File: src/shared/vbs_pkg.sv
// Purpose: Shared constants for the vertical blank and sync timing block
// Assumes: APB slave with 32-bit data, 16-bit byte address
// Notes: Line fields are 11 bits wide, placed low (10:0) or high (26:16)
package vbs_pkg;

    localparam int LINE_W = 11;
    localparam int ADDR_W = 16;
    localparam int DATA_W = 32;

    // Register byte addresses
    localparam logic [15:0] TOTAL_ACTIVE_ADDR = 16'h8340;
    localparam logic [15:0] BLANK_ADDR = 16'h8344;
    localparam logic [15:0] CRT_SYNC_ADDR = 16'h8348;
    localparam logic [15:0] PANEL_SYNC_ADDR = 16'h834c;
    localparam logic [15:0] CTRL_ADDR = 16'h8380;
    localparam logic [15:0] STATUS_ADDR = 16'h8384;

    // Field positions
    localparam int LO_LSB = 0;
    localparam int LO_MSB = 10;
    localparam int HI_LSB = 16;
    localparam int HI_MSB = 26;
    localparam int CTRL_INTERLACE_BIT = 0;
    localparam int CTRL_RUN_BIT = 1;
    localparam int STAT_FIELD_BIT = 16;
    localparam int STAT_BLANK_BIT = 17;
    localparam int STAT_CRT_BIT = 18;
    localparam int STAT_PANEL_BIT = 19;

    // Reset values
    localparam logic [10:0] LINE_RESET = 11'h000;
    localparam logic [31:0] DATA_ZERO = 32'h0000_0000;

    // Compare offsets, in lines, added to each programmed field
    localparam int CRT_CMP_OFFSET = 1;
    localparam int PANEL_CMP_OFFSET = 2;

    // Interlaced blanking: start from active plus one, end at the wrap
    localparam logic [10:0] ILACE_BLANK_ADD = 11'h001;
    localparam logic [10:0] ILACE_BLANK_END = 11'h7ff;

endpackage

File: src/logic/vbs_timing.sv
// Purpose: Vertical line counter with blank, CRT sync and panel sync compares
// Assumes: Horizontal timing supplies line-end and mid-line pulses on mclk_i
// Notes: All compares work on lines; interlace counts twice per line
//
// Operation
// Vertical blank turns on at the line equal to the low blank-start field plus one.
// For interlace, software sets blank start to the active-line value plus one.
// Every vertical blank and sync value is a count of lines.
// Interlaced blanking has no border and is taken from the total and active settings.
// CRT vertical sync turns off at the line equal to bits 26:16 of its register plus one.
// CRT vertical sync turns on at the line equal to bits 10:0 of its register plus one.
// In interlace the line counter steps twice in each horizontal line.
// With an odd total in interlace, sync starts mid-line in one field and at line end next.
// Panel vertical sync turns off at the line equal to the panel stop field plus two.
// Panel vertical sync turns on at the line equal to the panel begin field plus two.
// The panel vertical sync is latched by the panel horizontal sync before output.
// The active-line setting is displayed lines minus one, the interlace blank reference.
// The total-line setting is all lines minus one and sets the counter wrap point.
// Each output holds from its start match until its end match.
// Software writes zeros into reserved bit ranges.
//
// The implementer's own choice: the APB register port.
`timescale 1ns/1ps
module vbs_timing (
    input wire logic mclk_i,
    input wire logic rst_n_i,
    input wire logic psel_i,
    input wire logic penable_i,
    input wire logic pwrite_i,
    input wire logic [15:0] paddr_i,
    input wire logic [31:0] pwdata_i,
    output logic [31:0] prdata_o,
    output logic pready_o,
    output logic pslverr_o,
    input wire logic hline_end_i,
    input wire logic hline_mid_i,
    input wire logic panel_hsync_i,
    output logic vblank_o,
    output logic crt_vsync_o,
    output logic panel_vsync_o,
    output logic field_o
);

    typedef struct packed {
        logic [10:0] total;
        logic [10:0] active;
        logic [10:0] blank_end;
        logic [10:0] blank_start;
        logic [10:0] sync_end;
        logic [10:0] sync_start;
        logic [10:0] panel_vsync_stop_line;
        logic [10:0] panel_vsync_begin_line;
        logic interlace;
        logic run;
        logic [10:0] line;
        logic field;
        logic hs_prev;
        logic panel_out;
        logic ready;
        logic slverr;
        logic [31:0] rdata;
    } vbs_state_t;

    vbs_state_t s;
    vbs_state_t next_s;

    logic setup;
    logic access;
    logic advance;
    logic wrap;
    logic hs_rise;
    logic mapped;
    logic [10:0] blank_start_use;
    logic [10:0] blank_end_use;
    logic blank_int;
    logic crt_int;
    logic panel_int;

    assign setup = psel_i && !penable_i;
    assign access = psel_i && penable_i && s.ready;

    // Counter steps on whole lines only, and on half lines when interlaced
    assign advance = s.run && (hline_end_i || (s.interlace && hline_mid_i));
    assign wrap = (s.line == s.total);
    assign hs_rise = panel_hsync_i && !s.hs_prev;

    assign mapped = (paddr_i == vbs_pkg::TOTAL_ACTIVE_ADDR)
        || (paddr_i == vbs_pkg::BLANK_ADDR)
        || (paddr_i == vbs_pkg::CRT_SYNC_ADDR)
        || (paddr_i == vbs_pkg::PANEL_SYNC_ADDR)
        || (paddr_i == vbs_pkg::CTRL_ADDR)
        || (paddr_i == vbs_pkg::STATUS_ADDR);

    // No border when interlaced, so blanking follows active and total directly
    always_comb begin
        if (s.interlace) begin
            blank_start_use = s.active + vbs_pkg::ILACE_BLANK_ADD;
            blank_end_use = vbs_pkg::ILACE_BLANK_END;
        end else begin
            blank_start_use = s.blank_start;
            blank_end_use = s.blank_end;
        end
    end

    always_comb begin
        next_s = s;
        next_s.hs_prev = panel_hsync_i;

        // Line counter and field toggle
        if (advance) begin
            if (wrap) begin
                next_s.line = vbs_pkg::LINE_RESET;
                // Odd total with half-line steps alternates the field phase
                next_s.field = !s.field;
            end else begin
                next_s.line = s.line + 11'h001;
            end
        end
        if (!s.run) begin
            next_s.line = vbs_pkg::LINE_RESET;
            next_s.field = 1'b0;
        end

        // Panel sync leaves only on a panel hsync edge, to meet panel timing
        if (hs_rise) begin
            next_s.panel_out = panel_int;
        end

        // APB: answer one cycle after setup, ready falls after the access
        next_s.ready = 1'b0;
        next_s.slverr = 1'b0;
        if (setup) begin
            next_s.ready = 1'b1;
            next_s.slverr = !mapped;
            next_s.rdata = vbs_pkg::DATA_ZERO;
            if (!pwrite_i) begin
                if (paddr_i == vbs_pkg::TOTAL_ACTIVE_ADDR) begin
                    next_s.rdata[vbs_pkg::HI_MSB:vbs_pkg::HI_LSB] = s.total;
                    next_s.rdata[vbs_pkg::LO_MSB:vbs_pkg::LO_LSB] = s.active;
                end else if (paddr_i == vbs_pkg::BLANK_ADDR) begin
                    next_s.rdata[vbs_pkg::HI_MSB:vbs_pkg::HI_LSB] = s.blank_end;
                    next_s.rdata[vbs_pkg::LO_MSB:vbs_pkg::LO_LSB] = s.blank_start;
                end else if (paddr_i == vbs_pkg::CRT_SYNC_ADDR) begin
                    next_s.rdata[vbs_pkg::HI_MSB:vbs_pkg::HI_LSB] = s.sync_end;
                    next_s.rdata[vbs_pkg::LO_MSB:vbs_pkg::LO_LSB] = s.sync_start;
                end else if (paddr_i == vbs_pkg::PANEL_SYNC_ADDR) begin
                    next_s.rdata[vbs_pkg::HI_MSB:vbs_pkg::HI_LSB] = s.panel_vsync_stop_line;
                    next_s.rdata[vbs_pkg::LO_MSB:vbs_pkg::LO_LSB] = s.panel_vsync_begin_line;
                end else if (paddr_i == vbs_pkg::CTRL_ADDR) begin
                    next_s.rdata[vbs_pkg::CTRL_INTERLACE_BIT] = s.interlace;
                    next_s.rdata[vbs_pkg::CTRL_RUN_BIT] = s.run;
                end else if (paddr_i == vbs_pkg::STATUS_ADDR) begin
                    next_s.rdata[vbs_pkg::LO_MSB:vbs_pkg::LO_LSB] = s.line;
                    next_s.rdata[vbs_pkg::STAT_FIELD_BIT] = s.field;
                    next_s.rdata[vbs_pkg::STAT_BLANK_BIT] = vblank_o;
                    next_s.rdata[vbs_pkg::STAT_CRT_BIT] = crt_vsync_o;
                    next_s.rdata[vbs_pkg::STAT_PANEL_BIT] = s.panel_out;
                end
            end
        end

        // Writes land at the access edge; reserved bits are not stored // R15
        if (access && pwrite_i) begin
            if (paddr_i == vbs_pkg::TOTAL_ACTIVE_ADDR) begin
                next_s.total = pwdata_i[vbs_pkg::HI_MSB:vbs_pkg::HI_LSB];
                next_s.active = pwdata_i[vbs_pkg::LO_MSB:vbs_pkg::LO_LSB];
            end else if (paddr_i == vbs_pkg::BLANK_ADDR) begin
                next_s.blank_end = pwdata_i[vbs_pkg::HI_MSB:vbs_pkg::HI_LSB];
                next_s.blank_start = pwdata_i[vbs_pkg::LO_MSB:vbs_pkg::LO_LSB];
            end else if (paddr_i == vbs_pkg::CRT_SYNC_ADDR) begin
                next_s.sync_end = pwdata_i[vbs_pkg::HI_MSB:vbs_pkg::HI_LSB];
                next_s.sync_start = pwdata_i[vbs_pkg::LO_MSB:vbs_pkg::LO_LSB];
            end else if (paddr_i == vbs_pkg::PANEL_SYNC_ADDR) begin
                next_s.panel_vsync_stop_line = pwdata_i[vbs_pkg::HI_MSB:vbs_pkg::HI_LSB];
                next_s.panel_vsync_begin_line = pwdata_i[vbs_pkg::LO_MSB:vbs_pkg::LO_LSB];
            end else if (paddr_i == vbs_pkg::CTRL_ADDR) begin
                next_s.interlace = pwdata_i[vbs_pkg::CTRL_INTERLACE_BIT];
                next_s.run = pwdata_i[vbs_pkg::CTRL_RUN_BIT];
            end
        end
    end

    always_ff @(posedge mclk_i or negedge rst_n_i) begin
        if (!rst_n_i) begin
            s <= '0;
        end else begin
            s <= next_s;
        end
    end

    // Blank compare, offset one line
    vbs_cmp #(
        .OFFSET(vbs_pkg::CRT_CMP_OFFSET)
    ) u_blank (
        .mclk_i(mclk_i),
        .rst_n_i(rst_n_i),
        .line_i(s.line),
        .start_i(blank_start_use),
        .end_i(blank_end_use),
        .active_o(blank_int)
    );

    // CRT sync compare, offset one line
    vbs_cmp #(
        .OFFSET(vbs_pkg::CRT_CMP_OFFSET)
    ) u_crt (
        .mclk_i(mclk_i),
        .rst_n_i(rst_n_i),
        .line_i(s.line),
        .start_i(s.sync_start),
        .end_i(s.sync_end),
        .active_o(crt_int)
    );

    // Panel sync compare, offset two lines, ahead of the hsync latch
    vbs_cmp #(
        .OFFSET(vbs_pkg::PANEL_CMP_OFFSET)
    ) u_panel (
        .mclk_i(mclk_i),
        .rst_n_i(rst_n_i),
        .line_i(s.line),
        .start_i(s.panel_vsync_begin_line),
        .end_i(s.panel_vsync_stop_line),
        .active_o(panel_int)
    );

    assign vblank_o = blank_int;
    assign crt_vsync_o = crt_int;
    assign panel_vsync_o = s.panel_out;
    assign field_o = s.field;
    assign prdata_o = s.rdata;
    assign pready_o = s.ready;
    assign pslverr_o = s.slverr;

    line_wraps_a: assert property (@(posedge mclk_i) disable iff (!rst_n_i)
        (advance && wrap) |=> (s.line == vbs_pkg::LINE_RESET) && (s.field != $past(s.field)))
        else $error("counter did not wrap at total");

    line_steps_a: assert property (@(posedge mclk_i) disable iff (!rst_n_i)
        (advance && !wrap) |=> (s.line == $past(s.line) + 11'h001))
        else $error("counter did not step by one line");

    line_holds_a: assert property (@(posedge mclk_i) disable iff (!rst_n_i)
        (s.run && !hline_end_i && !(s.interlace && hline_mid_i)) |=> $stable(s.line))
        else $error("counter moved without a line event");

    mid_step_a: assert property (@(posedge mclk_i) disable iff (!rst_n_i)
        (s.run && s.interlace && hline_mid_i && !wrap) |=> (s.line != $past(s.line)))
        else $error("interlace mid-line step missed");

    ilace_blank_a: assert property (@(posedge mclk_i) disable iff (!rst_n_i)
        (s.interlace && s.line == s.active + 11'h002) |=> blank_int)
        else $error("interlace blank not taken from active");

    panel_latch_a: assert property (@(posedge mclk_i) disable iff (!rst_n_i)
        hs_rise |=> (panel_vsync_o == $past(panel_int)))
        else $error("panel sync not latched on hsync edge");

    panel_hold_a: assert property (@(posedge mclk_i) disable iff (!rst_n_i)
        !hs_rise |=> $stable(panel_vsync_o))
        else $error("panel sync changed without hsync edge");

    crt_store_a: assert property (@(posedge mclk_i) disable iff (!rst_n_i)
        (access && pwrite_i && paddr_i == vbs_pkg::CRT_SYNC_ADDR)
        |=> (s.sync_start == $past(pwdata_i[vbs_pkg::LO_MSB:vbs_pkg::LO_LSB]))
        && (s.sync_end == $past(pwdata_i[vbs_pkg::HI_MSB:vbs_pkg::HI_LSB])))
        else $error("sync register write not stored");

    apb_answer_a: assert property (@(posedge mclk_i) disable iff (!rst_n_i)
        setup |=> pready_o ##1 !pready_o)
        else $error("ready not one cycle after setup");

    unmapped_err_a: assert property (@(posedge mclk_i) disable iff (!rst_n_i)
        (setup && !mapped) |=> pslverr_o)
        else $error("unmapped address not refused");

    run_low_clears_a: assert property (@(posedge mclk_i) disable iff (!rst_n_i)
        !s.run |=> (s.line == vbs_pkg::LINE_RESET) && !s.field)
        else $error("counter not cleared while stopped");

    field_holds_a: assert property (@(posedge mclk_i) disable iff (!rst_n_i)
        (s.run && !(advance && wrap)) |=> $stable(s.field))
        else $error("field changed without a wrap");

    mid_ignored_a: assert property (@(posedge mclk_i) disable iff (!rst_n_i)
        (s.run && !s.interlace && hline_mid_i && !hline_end_i) |=> $stable(s.line))
        else $error("mid-line pulse stepped a progressive counter");

    blank_start_a: assert property (@(posedge mclk_i) disable iff (!rst_n_i)
        (!s.interlace && s.line == s.blank_start + 11'(vbs_pkg::CRT_CMP_OFFSET))
        |=> vblank_o)
        else $error("blank not raised at start plus one");

    ilace_blank_end_a: assert property (@(posedge mclk_i) disable iff (!rst_n_i)
        (s.interlace && s.line == vbs_pkg::LINE_RESET
        && s.line != blank_start_use + 11'(vbs_pkg::CRT_CMP_OFFSET)) |=> !vblank_o)
        else $error("interlace blank not ended at the wrap");

    crt_start_a: assert property (@(posedge mclk_i) disable iff (!rst_n_i)
        (s.line == s.sync_start + 11'(vbs_pkg::CRT_CMP_OFFSET)) |=> crt_vsync_o)
        else $error("crt sync not raised at start plus one");

    crt_end_a: assert property (@(posedge mclk_i) disable iff (!rst_n_i)
        (s.line == s.sync_end + 11'(vbs_pkg::CRT_CMP_OFFSET)
        && s.line != s.sync_start + 11'(vbs_pkg::CRT_CMP_OFFSET)) |=> !crt_vsync_o)
        else $error("crt sync not dropped at end plus one");

    panel_start_a: assert property (@(posedge mclk_i) disable iff (!rst_n_i)
        (s.line == s.panel_vsync_begin_line + 11'(vbs_pkg::PANEL_CMP_OFFSET)) |=> panel_int)
        else $error("panel sync not raised at begin plus two");

    panel_end_a: assert property (@(posedge mclk_i) disable iff (!rst_n_i)
        (s.line == s.panel_vsync_stop_line + 11'(vbs_pkg::PANEL_CMP_OFFSET)
        && s.line != s.panel_vsync_begin_line + 11'(vbs_pkg::PANEL_CMP_OFFSET)) |=> !panel_int)
        else $error("panel sync not dropped at stop plus two");

    total_store_a: assert property (@(posedge mclk_i) disable iff (!rst_n_i)
        (access && pwrite_i && paddr_i == vbs_pkg::TOTAL_ACTIVE_ADDR)
        |=> (s.total == $past(pwdata_i[vbs_pkg::HI_MSB:vbs_pkg::HI_LSB])))
        else $error("total line write not stored");

    active_store_a: assert property (@(posedge mclk_i) disable iff (!rst_n_i)
        (access && pwrite_i && paddr_i == vbs_pkg::TOTAL_ACTIVE_ADDR)
        |=> (s.active == $past(pwdata_i[vbs_pkg::LO_MSB:vbs_pkg::LO_LSB])))
        else $error("active line write not stored");

    blank_store_a: assert property (@(posedge mclk_i) disable iff (!rst_n_i)
        (access && pwrite_i && paddr_i == vbs_pkg::BLANK_ADDR)
        |=> (s.blank_start == $past(pwdata_i[vbs_pkg::LO_MSB:vbs_pkg::LO_LSB]))
        && (s.blank_end == $past(pwdata_i[vbs_pkg::HI_MSB:vbs_pkg::HI_LSB])))
        else $error("blank register write not stored");

    panel_store_a: assert property (@(posedge mclk_i) disable iff (!rst_n_i)
        (access && pwrite_i && paddr_i == vbs_pkg::PANEL_SYNC_ADDR)
        |=> (s.panel_vsync_begin_line == $past(pwdata_i[vbs_pkg::LO_MSB:vbs_pkg::LO_LSB]))
        && (s.panel_vsync_stop_line == $past(pwdata_i[vbs_pkg::HI_MSB:vbs_pkg::HI_LSB])))
        else $error("panel register write not stored");

    ctrl_store_a: assert property (@(posedge mclk_i) disable iff (!rst_n_i)
        (access && pwrite_i && paddr_i == vbs_pkg::CTRL_ADDR)
        |=> (s.interlace == $past(pwdata_i[vbs_pkg::CTRL_INTERLACE_BIT]))
        && (s.run == $past(pwdata_i[vbs_pkg::CTRL_RUN_BIT])))
        else $error("control write not stored");

    unmapped_keep_a: assert property (@(posedge mclk_i) disable iff (!rst_n_i)
        (access && pwrite_i && !mapped)
        |=> $stable(s.total) && $stable(s.active) && $stable(s.sync_start)
        && $stable(s.sync_end) && $stable(s.interlace) && $stable(s.run))
        else $error("unmapped write changed a register");

    crt_read_a: assert property (@(posedge mclk_i) disable iff (!rst_n_i)
        (setup && !pwrite_i && paddr_i == vbs_pkg::CRT_SYNC_ADDR)
        |=> (prdata_o[vbs_pkg::LO_MSB:vbs_pkg::LO_LSB] == $past(s.sync_start))
        && (prdata_o[vbs_pkg::HI_MSB:vbs_pkg::HI_LSB] == $past(s.sync_end)))
        else $error("sync register read wrong");

    reserved_zero_a: assert property (@(posedge mclk_i) disable iff (!rst_n_i)
        (setup && !pwrite_i)
        |=> (prdata_o[vbs_pkg::DATA_W-1:vbs_pkg::HI_MSB+1] == '0)
        && (prdata_o[vbs_pkg::HI_LSB-1:vbs_pkg::LO_MSB+1] == '0))
        else $error("reserved read bits not zero");

    err_only_unmapped_a: assert property (@(posedge mclk_i) disable iff (!rst_n_i)
        (setup && mapped) |=> !pslverr_o)
        else $error("mapped address refused");

endmodule // vbs_timing

File: src/logic/vbs_cmp.sv
// Purpose: One start/end line comparator driving a held level
// Assumes: line_i is the registered vertical line counter
// Notes: Start match wins when start and end fall on the same line
`timescale 1ns/1ps
module vbs_cmp #(
    parameter int OFFSET = 1
) (
    input wire logic mclk_i,
    input wire logic rst_n_i,
    input wire logic [10:0] line_i,
    input wire logic [10:0] start_i,
    input wire logic [10:0] end_i,
    output logic active_o
);

    typedef struct packed {
        logic level;
    } vbs_cmp_state_t;

    vbs_cmp_state_t s;
    vbs_cmp_state_t next_s;
    logic [10:0] start_line;
    logic [10:0] end_line;

    assign start_line = start_i + 11'(OFFSET);
    assign end_line = end_i + 11'(OFFSET);

    always_comb begin
        next_s = s;
        if (line_i == start_line) begin
            next_s.level = 1'b1;
        end else if (line_i == end_line) begin
            next_s.level = 1'b0;
        end
        // Between the two matches the level simply holds // R14
    end

    always_ff @(posedge mclk_i or negedge rst_n_i) begin
        if (!rst_n_i) begin
            s <= '0;
        end else begin
            s <= next_s;
        end
    end

    assign active_o = s.level;

    start_sets_a: assert property (@(posedge mclk_i) disable iff (!rst_n_i)
        (line_i == start_line) |=> active_o)
        else $error("level not set after start match");

    end_clears_a: assert property (@(posedge mclk_i) disable iff (!rst_n_i)
        (line_i == end_line && line_i != start_line) |=> !active_o)
        else $error("level not cleared after end match");

    level_holds_a: assert property (@(posedge mclk_i) disable iff (!rst_n_i)
        (line_i != end_line && line_i != start_line) |=> $stable(active_o))
        else $error("level changed without a match");

endmodule // vbs_cmp

File: config.mk
export PLATFORM = sky130hd
export DESIGN_NAME = vbs_timing
export DESIGN_NICKNAME = d
export VERILOG_FILES = /design/src/shared/vbs_pkg.sv /design/src/logic/vbs_timing.sv /design/src/logic/vbs_cmp.sv
export SDC_FILE = /design/constraint.sdc
export NUM_CORES = 1
export LEC_CHECK = 0
export ABC_CLOCK_PERIOD_IN_PS = 9150
export BUFFER_PORTS_ARGS = -buffer_cell sky130_fd_sc_hd__buf_2
export CAP_MARGIN = 20
export CORE_MARGIN = 2
export CORE_UTILIZATION = 27
export CTS_CLUSTER_SIZE = 24
export DETAILED_ROUTE_END_ITERATION = 8
export GPL_TIMING_DRIVEN = 0
export PLACE_DENSITY = 0.48
export SYNTH_ARGS = -nofsm -noshare
export SYNTH_HDL_FRONTEND = slang
export SYNTH_SLANG_ARGS = --single-unit
File: constraint.sdc
create_clock -name mclk_i -period 9.15 [get_ports mclk_i]
set_clock_uncertainty 0.2 [all_clocks]
set_input_delay 0.4575 -clock mclk_i [delete_from_list [all_inputs] [get_ports mclk_i]]
set_output_delay 0.4575 -clock mclk_i [all_outputs]
set_load 0.1 [all_outputs]
==> impl_metrics.tcl <==
set metrics [dict create \
    coreArea_um2 30500 \
    grt_busiest_layer "met2" \
    antenna_found_initial 1 \
    layout_common_cells "131 x dfrtp_1, 92 x mux2_2, 79 x buf_2" \
    initial_core_util_pct 27.4 \
    ys_seq_elements 131 \
    synthArstFlopShare_pct 100 \
    yosys_most_used_dff "dfrtp_1" \
    wirelength_um 28300 \
    drc 0 \
    die_area_um2 32400 \
    grt_max_degree 72 \
    cts_buffers 17 \
    rsz0062_at_grt "no" \
    power_frac_seq_pct 40.7 \
    place_area_um2 9300 \
    worstSetupPathType "flop to flop" \
    cp_slowest_cell "buf_1" \
    grt_overflow 0 \
    critPathBufInv 3 \
    critPathCaptureType "flop" \
    timing.hold.ws_ns 0.104 \
    vdd_ir_drop_max_v 0.000118 \
    postRouteAntennaNets 0 \
    drv_slew 0 \
    wl_per_cell_um 21.0 \
    p_leak_nw 4.54 \
    rows 64 \
    p_int_mw 1.08 \
    io_pins 94 \
    cp.arrival_ns 3.86 \
    final_area_um2 9940 \
    vias 7036 \
    regArea_um2 3280 \
    gp_congestion 0.891 \
    final.period_utilization_pct 40.9 \
    fillers 3165 \
    synth.cell_area_um2 8360 \
    clkPwrFrac_pct 51.0 \
    fin_crit_ns 3.74 \
    antennaDiodeCount 0 \
    fin_nets 1001 \
    grt_pass1_vias 6645 \
    first_pass_iters 8 \
    crit_top_cell "clkbuf_1" \
    grt_usage_pct 17.5 \
    path_clk_slew_ns 0.06 \
    worstMarginPinSlew_ns 1.15 \
    min_path_type "input pin to flop" \
    startpoint_type "flop" \
    grt_use_met2_pct 27.3 \
    setup-violations-final 0 \
    cts_tree "built" \
    path_cells "clkbuf_1, clkbuf_1, buf_1, or2_2, ha_1, xor2_1, xnor2_1, nor4_1, nand4_1, o41a_1, a31o_1" \
    finalSetupTns_ns 0 \
    via_per_inst 5.24 \
    slowest_delay_ns 0.50 \
    synth_edf_count 0 \
    cts_root_buf "clkbuf_16" \
    hold_violations 0 \
    grt_pass1_wl_um 42600 \
    globalRouteMet3Util_pct 3.55 \
    max_freq_ghz 0.267 \
    comb_power_share_pct 8.3 \
    ys_seq_area_share_pct 39.2 \
    final_common_cell "dfrtp_1" \
    final_util_pct 32.6 \
    ys_warn_count 0 \
    area_growth_pct 18.9 \
    clkSinkCount 131 \
    slew_headroom_pct 23.0 \
    sw_frac_of_total_pct 25.2 \
    io_buffers 73 \
    dieWidth_um 180 \
    synthCells 831 \
    power.density_nw_per_um2 145 \
    die_h_um 180 \
    cp_top_family "buffers and inverters" \
    drive_gt1_share_pct 25.9 \
    use_met1_pct 24.5 \
    drv_cap 0 \
    syn_avg_cell_area_um2 10.1 \
    cp_max_fo 10 \
    cp.required_ns 9.27 \
    status "completed" \
    clock_latency_ns 0.43 \
    drt_iter0_drc 537 \
    power.net_switching_mw 0.364 \
    cts.path.max_buffers 2 \
    multiInputGateArea_um2 4630 \
    h-tree-depth 4 \
    synth_cell_type_count 65 \
    place_hpwl_um 21100 \
]
## synth_stat cells, types with 4 or more instances
cell	number	share of area (%)
nor3_1	17	1.0
and3_1	5	0.37
or3_1	6	0.45
clkbuf_1	38	1.7
inv_1	9	0.40
a21oi_1	20	1.2
a222oi_1	13	1.6
mux2_2	92	12
o2111ai_1	4	0.42
a2111oi_0	13	1.4
buf_2	6	0.36
o31ai_1	6	0.54
a211oi_1	4	0.36
o21ai_0	27	1.6
xnor2_1	60	6.3
o22ai_1	9	0.67
and2_1	4	0.30
nor2_1	52	2.3
nor2b_1	6	0.45
ha_1	8	1.2
nand4_1	19	1.4
nand2b_1	7	0.52
buf_1	12	0.54
buf_4	32	2.9
a221oi_1	16	1.7
mux2i_1	22	2.6
a22o_1	10	1.0
nand2_1	37	1.7
dfrtp_1	131	39
nand3_1	28	1.7
a21o_1	15	1.3
a31oi_1	9	0.67
nor4_1	7	0.52
xor2_1	43	4.5
## kinds of logic after synthesis
family | after synthesis | share of synthesized area (%)
and+or+nand+nor | 210 | 12.9
DFF | 131 | 39.2
other | 1 | 0.0448
buffers and inverters | 97 | 5.88
muxes | 114 | 15.0
adders and majority gates | 8 | 1.20
xor gates and xnor gates | 104 | 11.0
AOI/OAI and AO/OA | 166 | 14.7
## final cells by class
cell class	count	area share [%]
Multi-Input combinational cell	612	46.5
Sequential cell	131	33.0
Tap cell	396	4.98
Buffer	88	4.61
Clock buffer	20	4.59
Timing Repair Buffer	78	4.39
Clock inverter	10	1.59
Inverter	9	0.340
## power by group through the flow
stage          Combinational [mW]  Clock [mW]  Sequential (mW)
2_1_floorplan              0.0740           0            0.600
3_3_place_gp                0.118           0            0.597
3_5_place_dp                0.121           0            0.597
4_1_cts                     0.121       0.747            0.587
5_1_grt                     0.127       0.773            0.587
6_report                    0.120       0.735            0.587
## worst paths after layout
| path | cells past startpoint | endpoint | from | slack (ns) |
|---|---|---|---|---|
| max in group asynchronous | 3 | s[75] | rst_n_i | 7.60 |
| min in group asynchronous | 2 | s[90] | rst_n_i | 0.37 |
| worst max register to register | 11 | u_blank.active_o | s[49] | 5.41 |
| worst min register to register | 1 | prdata_o[8] | prdata_o[8] | 0.28 |
| worst min-delay path | 3 | s[120] | pwdata_i[4] | 0.10 |
| worst max-delay path | 11 | u_blank.active_o | s[49] | 5.41 |
## stage by stage
stage	setup slack [ns]	total power [mW]	cells
3_5_place_dp	5.22	0.718	1311
6_report	5.41	1.44	1344
3_3_place_gp	5.16	0.715	1309
4_1_cts	5.45	1.46	1343
5_1_grt	5.15	1.49	1344
2_1_floorplan	6.14	0.674	840
## worst register-to-register path, cell delays in order, from the launching register on
cell and delay, ns:
dfrtp_1 0.32, clkbuf_1 0.27, clkbuf_1 0.45, buf_1 0.50
or2_2 0.21, ha_1 0.30, xor2_1 0.20, xnor2_1 0.10
nor4_1 0.30, nand4_1 0.16, o41a_1 0.43, a31o_1 0.19
## registers in the layout (all words and copies together), names as in the netlist
signal            flops
prdata_o             22
field_o               1
pslverr_o             1
pready_o              1
u_panel.active_o      1
u_blank.active_o      1
s                   102
panel_vsync_o         1
u_crt.active_o        1
## routing by layer
layer  up-vias  share of wire [%]
met5         -              0.046
met4         2                2.0
li1       3258                  -
met1      3469                 47
met2       266                 45
met3        41                6.3
## timing repair
action / CTS / global route
resized for setup: 0 / 0
hold buffers: 2 / 0
hold endpoints to repair: 61 / 0
buffers inserted: 0 / 0
Power figures use the tool's default switching activity.
